### config.mk
export PLATFORM = sky130hd
export DESIGN_NAME = alu_status_flags
export DESIGN_NICKNAME = d
export VERILOG_FILES = /design/src/alu_flags_pkg.sv /design/src/flag_adder.sv /design/src/alu_status_flags.sv
export SDC_FILE = /design/constraint.sdc
export NUM_CORES = 1
export LEC_CHECK = 0
export ABC_AREA = 1
export BUFFER_PORTS_ARGS = -buffer_cell sky130_fd_sc_hd__buf_4
export CORE_MARGIN = 5
export CORE_UTILIZATION = 56
export CTS_CLUSTER_SIZE = 8
export DETAILED_ROUTE_END_ITERATION = 10
export GPL_TIMING_DRIVEN = 0
export PLACE_DENSITY = 0.83
export SLEW_MARGIN = 20
export SYNTH_ARGS = -nofsm -noshare
export SYNTH_HDL_FRONTEND = slang
export SYNTH_SLANG_ARGS = --single-unit
### constraint.sdc
create_clock -name sys_clk -period 3.8 [get_ports sys_clk]
set_clock_uncertainty 0.2 [all_clocks]
set_input_delay 0 -clock sys_clk [delete_from_list [all_inputs] [get_ports sys_clk]]
set_output_delay 0 -clock sys_clk [all_outputs]
set_load 0.02 [all_outputs]
### src/alu_flags_pkg.sv
package alu_flags_pkg;

  //////////////////////////////////////////////////////////////////////////////
  // Register map, byte addresses on the Avalon-MM word bus
  localparam logic [3:0] OFS_FLAGS = 4'h0;
  localparam logic [3:0] OFS_OPERAND = 4'h4;
  localparam logic [3:0] OFS_COMMAND = 4'h8;
  localparam logic [3:0] OFS_RESULT = 4'hC;

  // Flag bit positions inside the flag register
  localparam int BIT_NEG = 4;
  localparam int BIT_WRAP = 3;
  localparam int BIT_ZERO = 2;
  localparam int BIT_HALF = 1;
  localparam int BIT_TOP = 0;

  // Operand register fields
  localparam int OPR_WORK_LSB = 0;
  localparam int OPR_FILE_LSB = 8;
  localparam int OPR_SRC_FLAGS = 16;
  localparam int OPR_BITSEL_LSB = 17;

  // Command register fields
  localparam int CMD_OP_LSB = 0;
  localparam int CMD_DEST_FLAGS = 4;

  // Result register fields
  localparam int RES_DISCARD = 8;
  localparam int RES_DEST_FLAGS = 9;

  // Reset values
  localparam logic [4:0] FLAGS_RESET = 5'h00;
  localparam logic [7:0] BYTE_RESET = 8'h00;
  localparam logic [2:0] BITSEL_RESET = 3'h0;

  //////////////////////////////////////////////////////////////////////////////
  // Instruction codes, as written to the command register
  typedef enum logic [3:0] {
    OP_ADD_WORK_FILE = 4'h0,
    OP_ADD_LITERAL_WORK = 4'h1,
    OP_LITERAL_MINUS_WORK = 4'h2,
    OP_FILE_MINUS_WORK = 4'h3,
    OP_ROTATE_RIGHT = 4'h4,
    OP_ROTATE_LEFT = 4'h5,
    OP_CLEAR_FILE = 4'h6,
    OP_BIT_CLEAR = 4'h7,
    OP_BIT_SET = 4'h8,
    OP_NIBBLE_EXCHANGE = 4'h9,
    OP_FILE_TO_FILE_COPY = 4'hA,
    OP_WORK_TO_FILE_COPY = 4'hB,
    OP_AND_WORK_FILE = 4'hC
  } opcode_t;

  // Five implemented flags, bit 4 down to bit 0
  typedef struct packed {
    logic neg;
    logic wrap;
    logic zero;
    logic half;
    logic top;
  } flags_t;

  // Outcome of the adder
  typedef struct packed {
    logic [7:0] sum;
    logic half_carry;
    logic top_carry;
    logic wrap;
  } add_out_t;

  // Bus handshake state
  typedef enum logic {
    BUS_IDLE,
    BUS_ANSWER
  } bus_state_t;

endpackage : alu_flags_pkg

### src/flag_adder.sv
`timescale 1ns/1ps
`default_nettype none

// Eight-bit adder with nibble carry, top carry and signed overflow
module flag_adder (
  input wire logic [7:0] addend_a,
  input wire logic [7:0] addend_b,
  input wire logic carry_in,
  output alu_flags_pkg::add_out_t outcome
);

  logic [4:0] low_sum;
  logic [4:0] high_sum;

  // Split at the nibble so the digit carry falls out for free
  always_comb begin
    low_sum = {1'b0, addend_a[3:0]} + {1'b0, addend_b[3:0]} + {4'h0, carry_in};
    high_sum = {1'b0, addend_a[7:4]} + {1'b0, addend_b[7:4]} + {4'h0, low_sum[4]};
    outcome.sum = {high_sum[3:0], low_sum[3:0]};
    outcome.half_carry = low_sum[4];
    outcome.top_carry = high_sum[4];
    // Same-sign inputs giving the other sign means the magnitude wrapped
    outcome.wrap = (addend_a[7] == addend_b[7]) && (high_sum[3] != addend_a[7]);
  end

endmodule : flag_adder

`default_nettype wire

### src/alu_status_flags.sv
// Local design decisions: the placing of the registers and the Avalon-MM slave port.
`timescale 1ns/1ps
`default_nettype none

// Contract
// - Flag-affecting op with flag register destination: drop result, just update flags.
// - clear_file on flag register sets only the zero flag, others kept.
// - Bit clear/set, nibble exchange and both copies leave flags untouched unless the flag register is their destination.
// - Bits 7 to 5 of the flag register always read zero.
// - Negative flag, bit 4, follows result bit 7, except clear_file, which keeps it.
// - Overflow flag, bit 3, set when signed result wraps the sign.
// - Zero flag, bit 2, set exactly when the result is zero.
// - Adds and subtracts put the carry out of bit 3 in bit 1.
// - Adds and subtracts put the carry out of bit 7 in bit 0.
// - Subtract adds the two's complement; carries are active-low borrows.
// - Rotates load bit 0 with the bit shifted out of the source.
// - Flag register is usable as source or destination of any instruction.
module alu_status_flags (
  input wire logic sys_clk,
  input wire logic sys_rst,
  input wire logic [3:0] avs_address,
  input wire logic avs_read,
  input wire logic avs_write,
  input wire logic [31:0] avs_writedata,
  input wire logic [3:0] avs_byteenable,
  output logic [31:0] avs_readdata,
  output logic avs_waitrequest,
  output alu_flags_pkg::flags_t flags
);

  //////////////////////////////////////////////////////////////////////////////
  // State

  alu_flags_pkg::bus_state_t bus_state;
  alu_flags_pkg::bus_state_t next_bus_state;
  logic next_waitrequest;
  logic [31:0] next_readdata;

  alu_flags_pkg::flags_t next_flags;
  logic [7:0] work_value;
  logic [7:0] next_work_value;
  logic [7:0] file_value;
  logic [7:0] next_file_value;
  logic source_is_flags;
  logic next_source_is_flags;
  logic [2:0] bit_select;
  logic [2:0] next_bit_select;
  logic [7:0] result_value;
  logic [7:0] next_result_value;
  logic result_discarded;
  logic next_result_discarded;
  logic last_dest_flags;
  logic next_last_dest_flags;

  // Instruction decode and datapath wires
  logic request;
  logic commit;
  logic write_flags_reg;
  logic write_operand_reg;
  logic write_command_reg;
  alu_flags_pkg::opcode_t opcode;
  logic dest_flags;
  logic [7:0] src_file;
  logic [7:0] adder_a;
  logic [7:0] adder_b;
  logic adder_cin;
  alu_flags_pkg::add_out_t add_out;
  logic [7:0] op_result;
  alu_flags_pkg::flags_t op_flags;
  logic op_affects_flags;

  //////////////////////////////////////////////////////////////////////////////
  // Bus handshake

  assign request = avs_read || avs_write;
  // Writes land only on the edge that completes the transfer
  assign commit = request && (bus_state == alu_flags_pkg::BUS_ANSWER);
  assign write_flags_reg = commit && avs_write && (avs_address == alu_flags_pkg::OFS_FLAGS)
    && avs_byteenable[0];
  assign write_operand_reg = commit && avs_write && (avs_address == alu_flags_pkg::OFS_OPERAND);
  assign write_command_reg = commit && avs_write && (avs_address == alu_flags_pkg::OFS_COMMAND)
    && avs_byteenable[0];

  // One wait cycle, then one answer cycle with waitrequest low
  always_comb begin
    next_bus_state = alu_flags_pkg::BUS_IDLE;
    next_waitrequest = 1'b1;
    next_readdata = avs_readdata;
    case (bus_state)
      alu_flags_pkg::BUS_IDLE: begin
        if (request) begin
          next_bus_state = alu_flags_pkg::BUS_ANSWER;
          next_waitrequest = 1'b0;
          next_readdata = 32'h0000_0000;
          if (avs_read) begin
            case (avs_address)
              alu_flags_pkg::OFS_FLAGS: begin
                next_readdata = {27'h0000000, flags};
              end
              alu_flags_pkg::OFS_OPERAND: begin
                next_readdata = {12'h000, bit_select, source_is_flags, file_value, work_value};
              end
              alu_flags_pkg::OFS_RESULT: begin
                next_readdata = {22'h000000, last_dest_flags, result_discarded, result_value};
              end
              default: begin
                next_readdata = 32'h0000_0000; // Unmapped and command read as zero
              end
            endcase
          end
        end
      end
      alu_flags_pkg::BUS_ANSWER: begin
        // Back to idle so a held request cannot complete in two cycles in a row
        next_bus_state = alu_flags_pkg::BUS_IDLE;
        next_waitrequest = 1'b1;
      end
      default: begin
        next_bus_state = alu_flags_pkg::BUS_IDLE;
      end
    endcase
  end

  // Handshake registers
  always_ff @(posedge sys_clk) begin
    if (sys_rst) begin
      bus_state <= alu_flags_pkg::BUS_IDLE;
      avs_waitrequest <= 1'b1;
      avs_readdata <= 32'h0000_0000;
    end else begin
      bus_state <= next_bus_state;
      avs_waitrequest <= next_waitrequest;
      avs_readdata <= next_readdata;
    end
  end

  //////////////////////////////////////////////////////////////////////////////
  // Operand selection and adder

  assign opcode = alu_flags_pkg::opcode_t'(avs_writedata[alu_flags_pkg::CMD_OP_LSB +: 4]);
  assign dest_flags = avs_writedata[alu_flags_pkg::CMD_DEST_FLAGS];
  // The flag register can stand in as the file operand
  assign src_file = source_is_flags ? {3'h0, flags} : file_value;

  // Subtraction feeds the inverted subtrahend with a carry in of one
  always_comb begin
    adder_a = src_file;
    adder_b = work_value;
    adder_cin = 1'b0;
    case (opcode)
      alu_flags_pkg::OP_LITERAL_MINUS_WORK, alu_flags_pkg::OP_FILE_MINUS_WORK: begin
        adder_b = ~work_value;
        adder_cin = 1'b1;
      end
      default: begin
        adder_b = work_value;
      end
    endcase
  end

  flag_adder adder_inst (
    .addend_a(adder_a),
    .addend_b(adder_b),
    .carry_in(adder_cin),
    .outcome(add_out)
  );

  //////////////////////////////////////////////////////////////////////////////
  // Result and flag update per instruction

  always_comb begin
    op_result = src_file;
    op_flags = flags;
    op_affects_flags = 1'b0;
    case (opcode)
      alu_flags_pkg::OP_ADD_WORK_FILE, alu_flags_pkg::OP_ADD_LITERAL_WORK,
      alu_flags_pkg::OP_LITERAL_MINUS_WORK, alu_flags_pkg::OP_FILE_MINUS_WORK: begin
        op_result = add_out.sum;
        op_affects_flags = 1'b1;
        op_flags.neg = add_out.sum[7];
        op_flags.wrap = add_out.wrap;
        op_flags.zero = (add_out.sum == 8'h00);
        op_flags.half = add_out.half_carry;
        op_flags.top = add_out.top_carry;
      end
      alu_flags_pkg::OP_ROTATE_RIGHT: begin
        // Rotate goes through the carry flag
        op_result = {flags.top, src_file[7:1]};
        op_affects_flags = 1'b1;
        op_flags.top = src_file[0];
        op_flags.neg = flags.top;
        op_flags.zero = ({flags.top, src_file[7:1]} == 8'h00);
      end
      alu_flags_pkg::OP_ROTATE_LEFT: begin
        op_result = {src_file[6:0], flags.top};
        op_affects_flags = 1'b1;
        op_flags.top = src_file[7];
        op_flags.neg = src_file[6];
        op_flags.zero = ({src_file[6:0], flags.top} == 8'h00);
      end
      alu_flags_pkg::OP_CLEAR_FILE: begin
        op_result = 8'h00;
        op_affects_flags = 1'b1;
        op_flags.zero = 1'b1;
      end
      alu_flags_pkg::OP_AND_WORK_FILE: begin
        op_result = src_file & work_value;
        op_affects_flags = 1'b1;
        op_flags.neg = src_file[7] & work_value[7];
        op_flags.zero = ((src_file & work_value) == 8'h00);
      end
      // These five leave the flags alone unless the flag register is the destination
      alu_flags_pkg::OP_BIT_CLEAR: begin
        op_result = src_file & ~(8'h01 << bit_select);
      end
      alu_flags_pkg::OP_BIT_SET: begin
        op_result = src_file | (8'h01 << bit_select);
      end
      alu_flags_pkg::OP_NIBBLE_EXCHANGE: begin
        op_result = {src_file[3:0], src_file[7:4]};
      end
      alu_flags_pkg::OP_FILE_TO_FILE_COPY: begin
        op_result = src_file;
      end
      alu_flags_pkg::OP_WORK_TO_FILE_COPY: begin
        op_result = work_value;
      end
      default: begin
        op_result = src_file; // Unused codes behave as a flag-free copy
      end
    endcase
  end

  //////////////////////////////////////////////////////////////////////////////
  // Architectural registers

  always_comb begin
    next_flags = flags;
    next_work_value = work_value;
    next_file_value = file_value;
    next_source_is_flags = source_is_flags;
    next_bit_select = bit_select;
    next_result_value = result_value;
    next_result_discarded = result_discarded;
    next_last_dest_flags = last_dest_flags;
    if (write_flags_reg) begin
      next_flags = alu_flags_pkg::flags_t'(avs_writedata[4:0]);
    end
    if (write_operand_reg) begin
      if (avs_byteenable[0]) begin
        next_work_value = avs_writedata[alu_flags_pkg::OPR_WORK_LSB +: 8];
      end
      if (avs_byteenable[1]) begin
        next_file_value = avs_writedata[alu_flags_pkg::OPR_FILE_LSB +: 8];
      end
      if (avs_byteenable[2]) begin
        next_source_is_flags = avs_writedata[alu_flags_pkg::OPR_SRC_FLAGS];
        next_bit_select = avs_writedata[alu_flags_pkg::OPR_BITSEL_LSB +: 3];
      end
    end
    if (write_command_reg) begin
      next_last_dest_flags = dest_flags;
      next_result_value = op_result;
      next_result_discarded = dest_flags && op_affects_flags;
      if (op_affects_flags) begin
        // With the flags as destination the flag update wins over the result
        next_flags = op_flags;
      end else if (dest_flags) begin
        next_flags = alu_flags_pkg::flags_t'(op_result[4:0]);
      end
      if (dest_flags && op_affects_flags) begin
        next_result_value = {3'h0, op_flags};
      end else if (dest_flags) begin
        next_result_value = {3'h0, op_result[4:0]};
      end
    end
  end

  // Flags power up undefined in silicon; cleared here for a known start
  always_ff @(posedge sys_clk) begin
    if (sys_rst) begin
      flags <= alu_flags_pkg::FLAGS_RESET;
      work_value <= alu_flags_pkg::BYTE_RESET;
      file_value <= alu_flags_pkg::BYTE_RESET;
      source_is_flags <= 1'b0;
      bit_select <= alu_flags_pkg::BITSEL_RESET;
      result_value <= alu_flags_pkg::BYTE_RESET;
      result_discarded <= 1'b0;
      last_dest_flags <= 1'b0;
    end else begin
      flags <= next_flags;
      work_value <= next_work_value;
      file_value <= next_file_value;
      source_is_flags <= next_source_is_flags;
      bit_select <= next_bit_select;
      result_value <= next_result_value;
      result_discarded <= next_result_discarded;
      last_dest_flags <= next_last_dest_flags;
    end
  end

endmodule : alu_status_flags

`default_nettype wire

After elaboration in Yosys (flattened, before gate mapping). Cells that the tools add are included.

Register bits: 69. Bits of input ports: 44. Output and inout bits: 38. Logic and storage cells: 88.

Add/sub/neg operators: 4. Equality and inequality tests: 16. Shift-type cells: 1. Multiplexer cells: 22. Bitwise operators: 7. Reductions and logical operators: 23.

Operator list (count): $pmux W8 S9 (1); $pmux W20 S3 (1); $logic_not A8 Y1 (4); $mux W8 (4); $eq A4 B4 Y1 const B (6); $eq A4 B3 Y1 const B (5); $mux W20 (1); $mux W5 (4); $and A8 B8 Y8 (2); $not A8 Y8 (2); $add A4 B4 Y5 (2); $add A5 B1 Y5 (2); $logic_and A1 B1 Y1 (9); $eq A4 B2 Y1 const B (2); $logic_not A4 Y1 (2); $or A8 B8 Y8 (1); $reduce_and A2 Y1 (4); $reduce_or A8 Y1 (1); $shl A1 B3 Y8 const A (1); $mux W1 (6); $pmux W1 S5 (1); $eq A4 B1 Y1 const B (1); $pmux W1 S2 (2); $pmux W1 S4 (1); other kinds (8) (8).

Depth between registers and ports, before layout.
Depth after elaboration: 11. Gate-level depth with buffers: 25. Gate-level depth less buffers: 24.

Modules after synthesis. Synthesis repeated with hierarchy kept, for this count alone.

Cell total of the unflattened synthesis: 658. Area total of the unflattened synthesis: 3936.3 um^2.

By module, submodules not included: alu_status_flags (times used 1, cells each 603, area an instance 3585.9 um^2, seq. area each 1141.1 um^2); flag_adder (times used 1, cells each 55, area an instance 350.3 um^2, seq. area each 0.0 um^2).

Worst setup path after synthesis. No wires, ideal clock.

Path type: reg2reg. Start point: register source_is_flags. End point: register result_value[2]. Library setup time: 71 ps. Data arrival time: 2911 ps. Required time: 3529 ps. Setup slack: 618 ps. Cell stages (with the launch flop): 25. Buffers on the path: 2. Clock period less this slack: 3182 ps. Cell sequence: dfxtp_1 > buf_4 > inv_2 > buf_4 > nand2_1 > nand2_1 > fa_1 > inv_1 > nand2_1 > nand2_1 > a21oi_1 > inv_1 > fa_1 > inv_1 > fa_1 > nand2_1 > nor2_1 > nand2_1 > nor2_1 > nand2_1 > nor2_1 > nand3_1 > nand3_1 > nand2_1 > a21oi_1.

Word-level cells in the longest chain between the ends: 7. Elaborated cells between the ends (all ways): 16. Those cells by class: add/sub (4); mux (5); bitwise (3); reduce/logical (4).

RTL lines: start, declared (RTL line alu_status_flags.sv:44) `logic source_is_flags;`; start signal, assigned (RTL line alu_status_flags.sv:294) `source_is_flags <= next_source_is_flags;`; $mux W8 * (RTL line alu_status_flags.sv:143) `assign src_file = source_is_flags ? {3'h0, flags} : file_value;`; $add A4 B4 Y5 (RTL line flag_adder.sv:17) `low_sum = {1'b0, addend_a[3:0]} + {1'b0, addend_b[3:0]} + {4'h0, carry_in};`; $add A5 B1 Y5 (RTL line flag_adder.sv:17); $add A5 B1 Y5 (RTL line flag_adder.sv:18) `high_sum = {1'b0, addend_a[7:4]} + {1'b0, addend_b[7:4]} + {4'h0, low_sum[4]};`; $logic_not A8 Y1 (RTL line alu_status_flags.sv:182) `op_flags.zero = (add_out.sum == 8'h00);`; $pmux W1 S5 (RTL line alu_status_flags.sv:175) `case (opcode)`; $mux W8 * (RTL line alu_status_flags.sv:271) `if (dest_flags && op_affects_flags) begin`; end signal, assigned (RTL line alu_status_flags.sv:287) `result_value <= alu_flags_pkg::BYTE_RESET;`; end signal, assigned (RTL line alu_status_flags.sv:296) `result_value <= next_result_value;`; end, declared (RTL line alu_status_flags.sv:48) `logic [7:0] result_value;`.

Every way passes the cells marked *; elsewhere a longest branch is shown, timed or not. A chain may end at the register's enable or synchronous reset.

Worst setup path in the final report.
Start point: register source_is_flags. End point: register flags[2] (netlist bit).

Word-level cells in the longest chain between the ends: 8. Elaborated cells between the ends (all ways): 17. Those cells by class: add/sub (4); mux (6); bitwise (3); reduce/logical (4).

RTL lines: $mux W8 * (RTL line alu_status_flags.sv:143); $add A4 B4 Y5 (RTL line flag_adder.sv:17); $add A5 B1 Y5 (RTL line flag_adder.sv:17); $add A5 B1 Y5 (RTL line flag_adder.sv:18); $logic_not A8 Y1 (RTL line alu_status_flags.sv:182); $pmux W1 S5 (RTL line alu_status_flags.sv:175); $mux W5 * (RTL line alu_status_flags.sv:265) `if (op_affects_flags) begin`; $mux W5 * (RTL line alu_status_flags.sv:261) `if (write_command_reg) begin`; end signal, assigned (RTL line alu_status_flags.sv:282) `flags <= alu_flags_pkg::FLAGS_RESET;`; end signal, assigned (RTL line alu_status_flags.sv:291) `flags <= next_flags;`; end, declared (RTL line alu_status_flags.sv:28) `output alu_flags_pkg::flags_t flags`.

Marks and branches as above.

==> out/results.ini <==
[die]
initial_core_util=0.577
fp-row-count=30
dieWidth_um=93.9
die_h_um=93.9
core-area_um2=6830
ios=82
die_area_um2=8820

[global_routing]
grt_pass1_vias=4763
grt_usage=0.367
grt_pass1_wl_um=24800
antenna_found_initial=0
grt_overflow=0
grt_max_degree=11

[clocking]
cts_root_buf=clkbuf_8
clockBufferDepth=2
h-tree-depth=3
clk_latency_ns=0.35
cts_sinks=57
numCtsBuffers=9
cts_tree=built
path_clk_slew_ns=0.08

[worst_hold_path]
min_path_type=in -> reg
holdPathEnd=avs_readdata[1]$_SDFFE_PP0P_
min_from=avs_address[2]
whs_path_depth=6

[final_layout]
post-route-util=0.749
area_delta_synth_final_pct=29.9
final_nets=811
postLayoutCellArea_um2=5120
num_antenna_cells=0
drive_gt1_frac=0.173

[place]
port_buffers=55
placed_cell_area_um2=4520
gp_congestion=0.972
place_hpwl_um=10800

[route]
finalWirelength_um=16000
drcViolationCount=0
firstDrtPassIters=8
dr.first_iter.drc_count=583
avgViaCountPerCell=5.90
drt-wirelength-per-cell_um=18.7
ant_nets=0
vias=5070

[worst_setup_path]
cp_max_fo=10
critPathKind=reg -> reg
crit_chain=buf_6 > inv_2 > buf_6 > nand2_4 > nand2_4 > fa_2 > inv_1 > nand2_1 > nand2_1 > a21oi_1 > inv_1 > fa_2 > inv_2 > fa_1 > nand2_1 > nor2_1 > nand2_1 > nor2_1 > nand2_1 > nor2_1 > nand3_1 > nand3_1 > nand2_1 > a21oi_2
path_depth=24
slowest_delay_ns=0.57
worstReg2RegEnd=flags[2]$_SDFF_PP0_
cp-end-kind=flip-flop
cp_num_buf_inv=6
cpMaxStageDelayCell=fa_1
cp_common_cell=nand2_1
cp-start-kind=flip-flop
cp.required_ns=3.88
r2r_slack_ns=0.26
r2r-start=source_is_flags$_SDFFE_PP0P_
rr_worst_depth=24
critPathTopFamily=adder cells
arrival_ns=3.63

[yosys]
syn_avg_cell_area_um2=6.12
yosysWarnings=0
synth-seq-cells=57
netlist_top_cells_area=dfxtp_1 (29%), nand2_1 (20%), a21oi_1 (8.3%)
yosysSeqAreaShare=0.290
synthDominantCellAreaShare=0.290
netlist_area_um2=3940
synth.distinct_cells=36
postSynthCellCount=644
synth_largest_area_cell=dfxtp_1

[timing]
period_minus_slack_ns=3.54
final_max_slew_viol_count=0
setup_viol_count_final=0
fmax_mhz=282
hold_slack_ns=0.00785
max-slew-margin-rel=0.392
final_hold_viol_count=0
period_share=0.932
tightest_slew_ns=0.904

[job]
maxCapViolCount=0

[pwr]
ir_drop_mv=0.203
p_per_area_nw_per_um2=266
leakage_nw=2.34

[run_status]
status=finished clean

flip-flops by register name, summed over array words and instances (netlist names):
register,flops
avs_readdata,20
file_value,8
result_value,8
work_value,8
flags,5
bit_select,3
avs_waitrequest,1
bus_state,1
last_dest_flags,1
result_discarded,1
source_is_flags,1
metal layers:
| metal | wire (µm) | vias to the layer above | global-route usage |
|---|---|---|---|
| met2 | 7260 | 413 | 0.593 |
| met1 | 6100 | 2264 | 0.464 |
| met4 | 981 | 0 | 0.183 |
| li1 | - | 2291 | - |
| met3 | 1700 | 102 | 0.0705 |
| met5 | 0 | - | 0 |
synthesized netlist by cell type (all sizes together):
library cell	instances
clkbuf	6
o2111ai	2
o211ai	3
nor3	6
fa	3
a21boi	2
o221ai	4
nand2	211
a22oi	2
inv	80
nor4	1
buf	22
xor2	7
nand3	51
dfxtp	57
nor2	47
a21oi	65
a211oi	3
o21ai	49
ha	6
conb	1
nand4	6
or2	3
o22ai	5
clkinv	2
per-stage QoR:
stage	std cells	TNS (ns)	setup slack, ns	power, W
floorplan	655	0	0.618	0.000731
global placement	806	0	0.102	0.000790
detailed placement	806	0	0.101	0.000792
CTS	855	0	0.0828	0.00134
global route	859	-0.0606	-0.0606	0.00141
finish	859	0	0.258	0.00136
timing repair:
| action | CTS | global route |
|---|---|---|
| buffers inserted | 0 | 4 |
| hold buffers | 33 | 0 |
| setup endpoints to repair | 0 | 5 |
| gates resized for setup | 0 | 19 |
| hold endpoints to repair | 45 | 0 |
layout by cell type (no fill, tap or decap), drive strengths merged:
cell,instances
nand2,211
conb,12
o21ai,49
or2,3
dlygate4sd3,33
a21oi,65
a21boi,2
clkinv,3
ha,6
o211ai,3
o221ai,4
a22oi,2
nor2,47
nor3,6
inv,80
o2111ai,2
nand4,6
fa,3
clkbuf,18
nor4,1
dfxtp,57
nand3,51
buf,81
clkinvlp,3
a211oi,3
o22ai,5
xor2,7
cell families (layout without fill, tap and decap cells):
family          Yosys count  after routing  share of synthesized area
other cells               1             12                   0.000951
fa+ha+maj                 9              9                     0.0343
flops                    57             57                      0.290
buf+inv                 110            218                      0.123
compound gates          135            135                      0.187
simple gates            325            325                      0.350
xor+xnor                  7              7                     0.0156
worst min-delay path, cell delays in order:
cell and delay [ns]:
buf_4 0.10, nor3_1 0.06, inv_1 0.13, o211ai_1 0.10, nand2_1 0.06, a21oi_1 0.05
how the worst max path moves through the flow:
stage,endpoint,from
after floorplan,result_value[2]$_SDFFE_PP0P_,source_is_flags$_SDFFE_PP0P_
after global placement,result_value[2]$_SDFFE_PP0P_,source_is_flags$_SDFFE_PP0P_
after detailed placement,result_value[2]$_SDFFE_PP0P_,source_is_flags$_SDFFE_PP0P_
after CTS,result_value[2]$_SDFFE_PP0P_,source_is_flags$_SDFFE_PP0P_
after global routing,flags[2]$_SDFF_PP0_,source_is_flags$_SDFFE_PP0P_
final,flags[2]$_SDFF_PP0_,source_is_flags$_SDFFE_PP0P_
power by group:
group / internal, W / switching [W] / total (W)
clock: 0.000271 / 0.000267 / 0.000539
sequential: 0.000600 / 0.00000301 / 0.000603
combinational: 0.0000844 / 0.000134 / 0.000219
cell type report:
cell class                      count  area (µm²)
Buffer                             28         183
Clock buffer                       12         155
Clock inverter                      4        27.5
Fill cell                         526        1710
Inverter                           82         308
Multi-Input combinational cell    488        2410
Sequential cell                    57        1140
Tap cell                           96         120
Timing Repair Buffer               92         773
No activity file was read; power rests on OpenSTA's default activity.
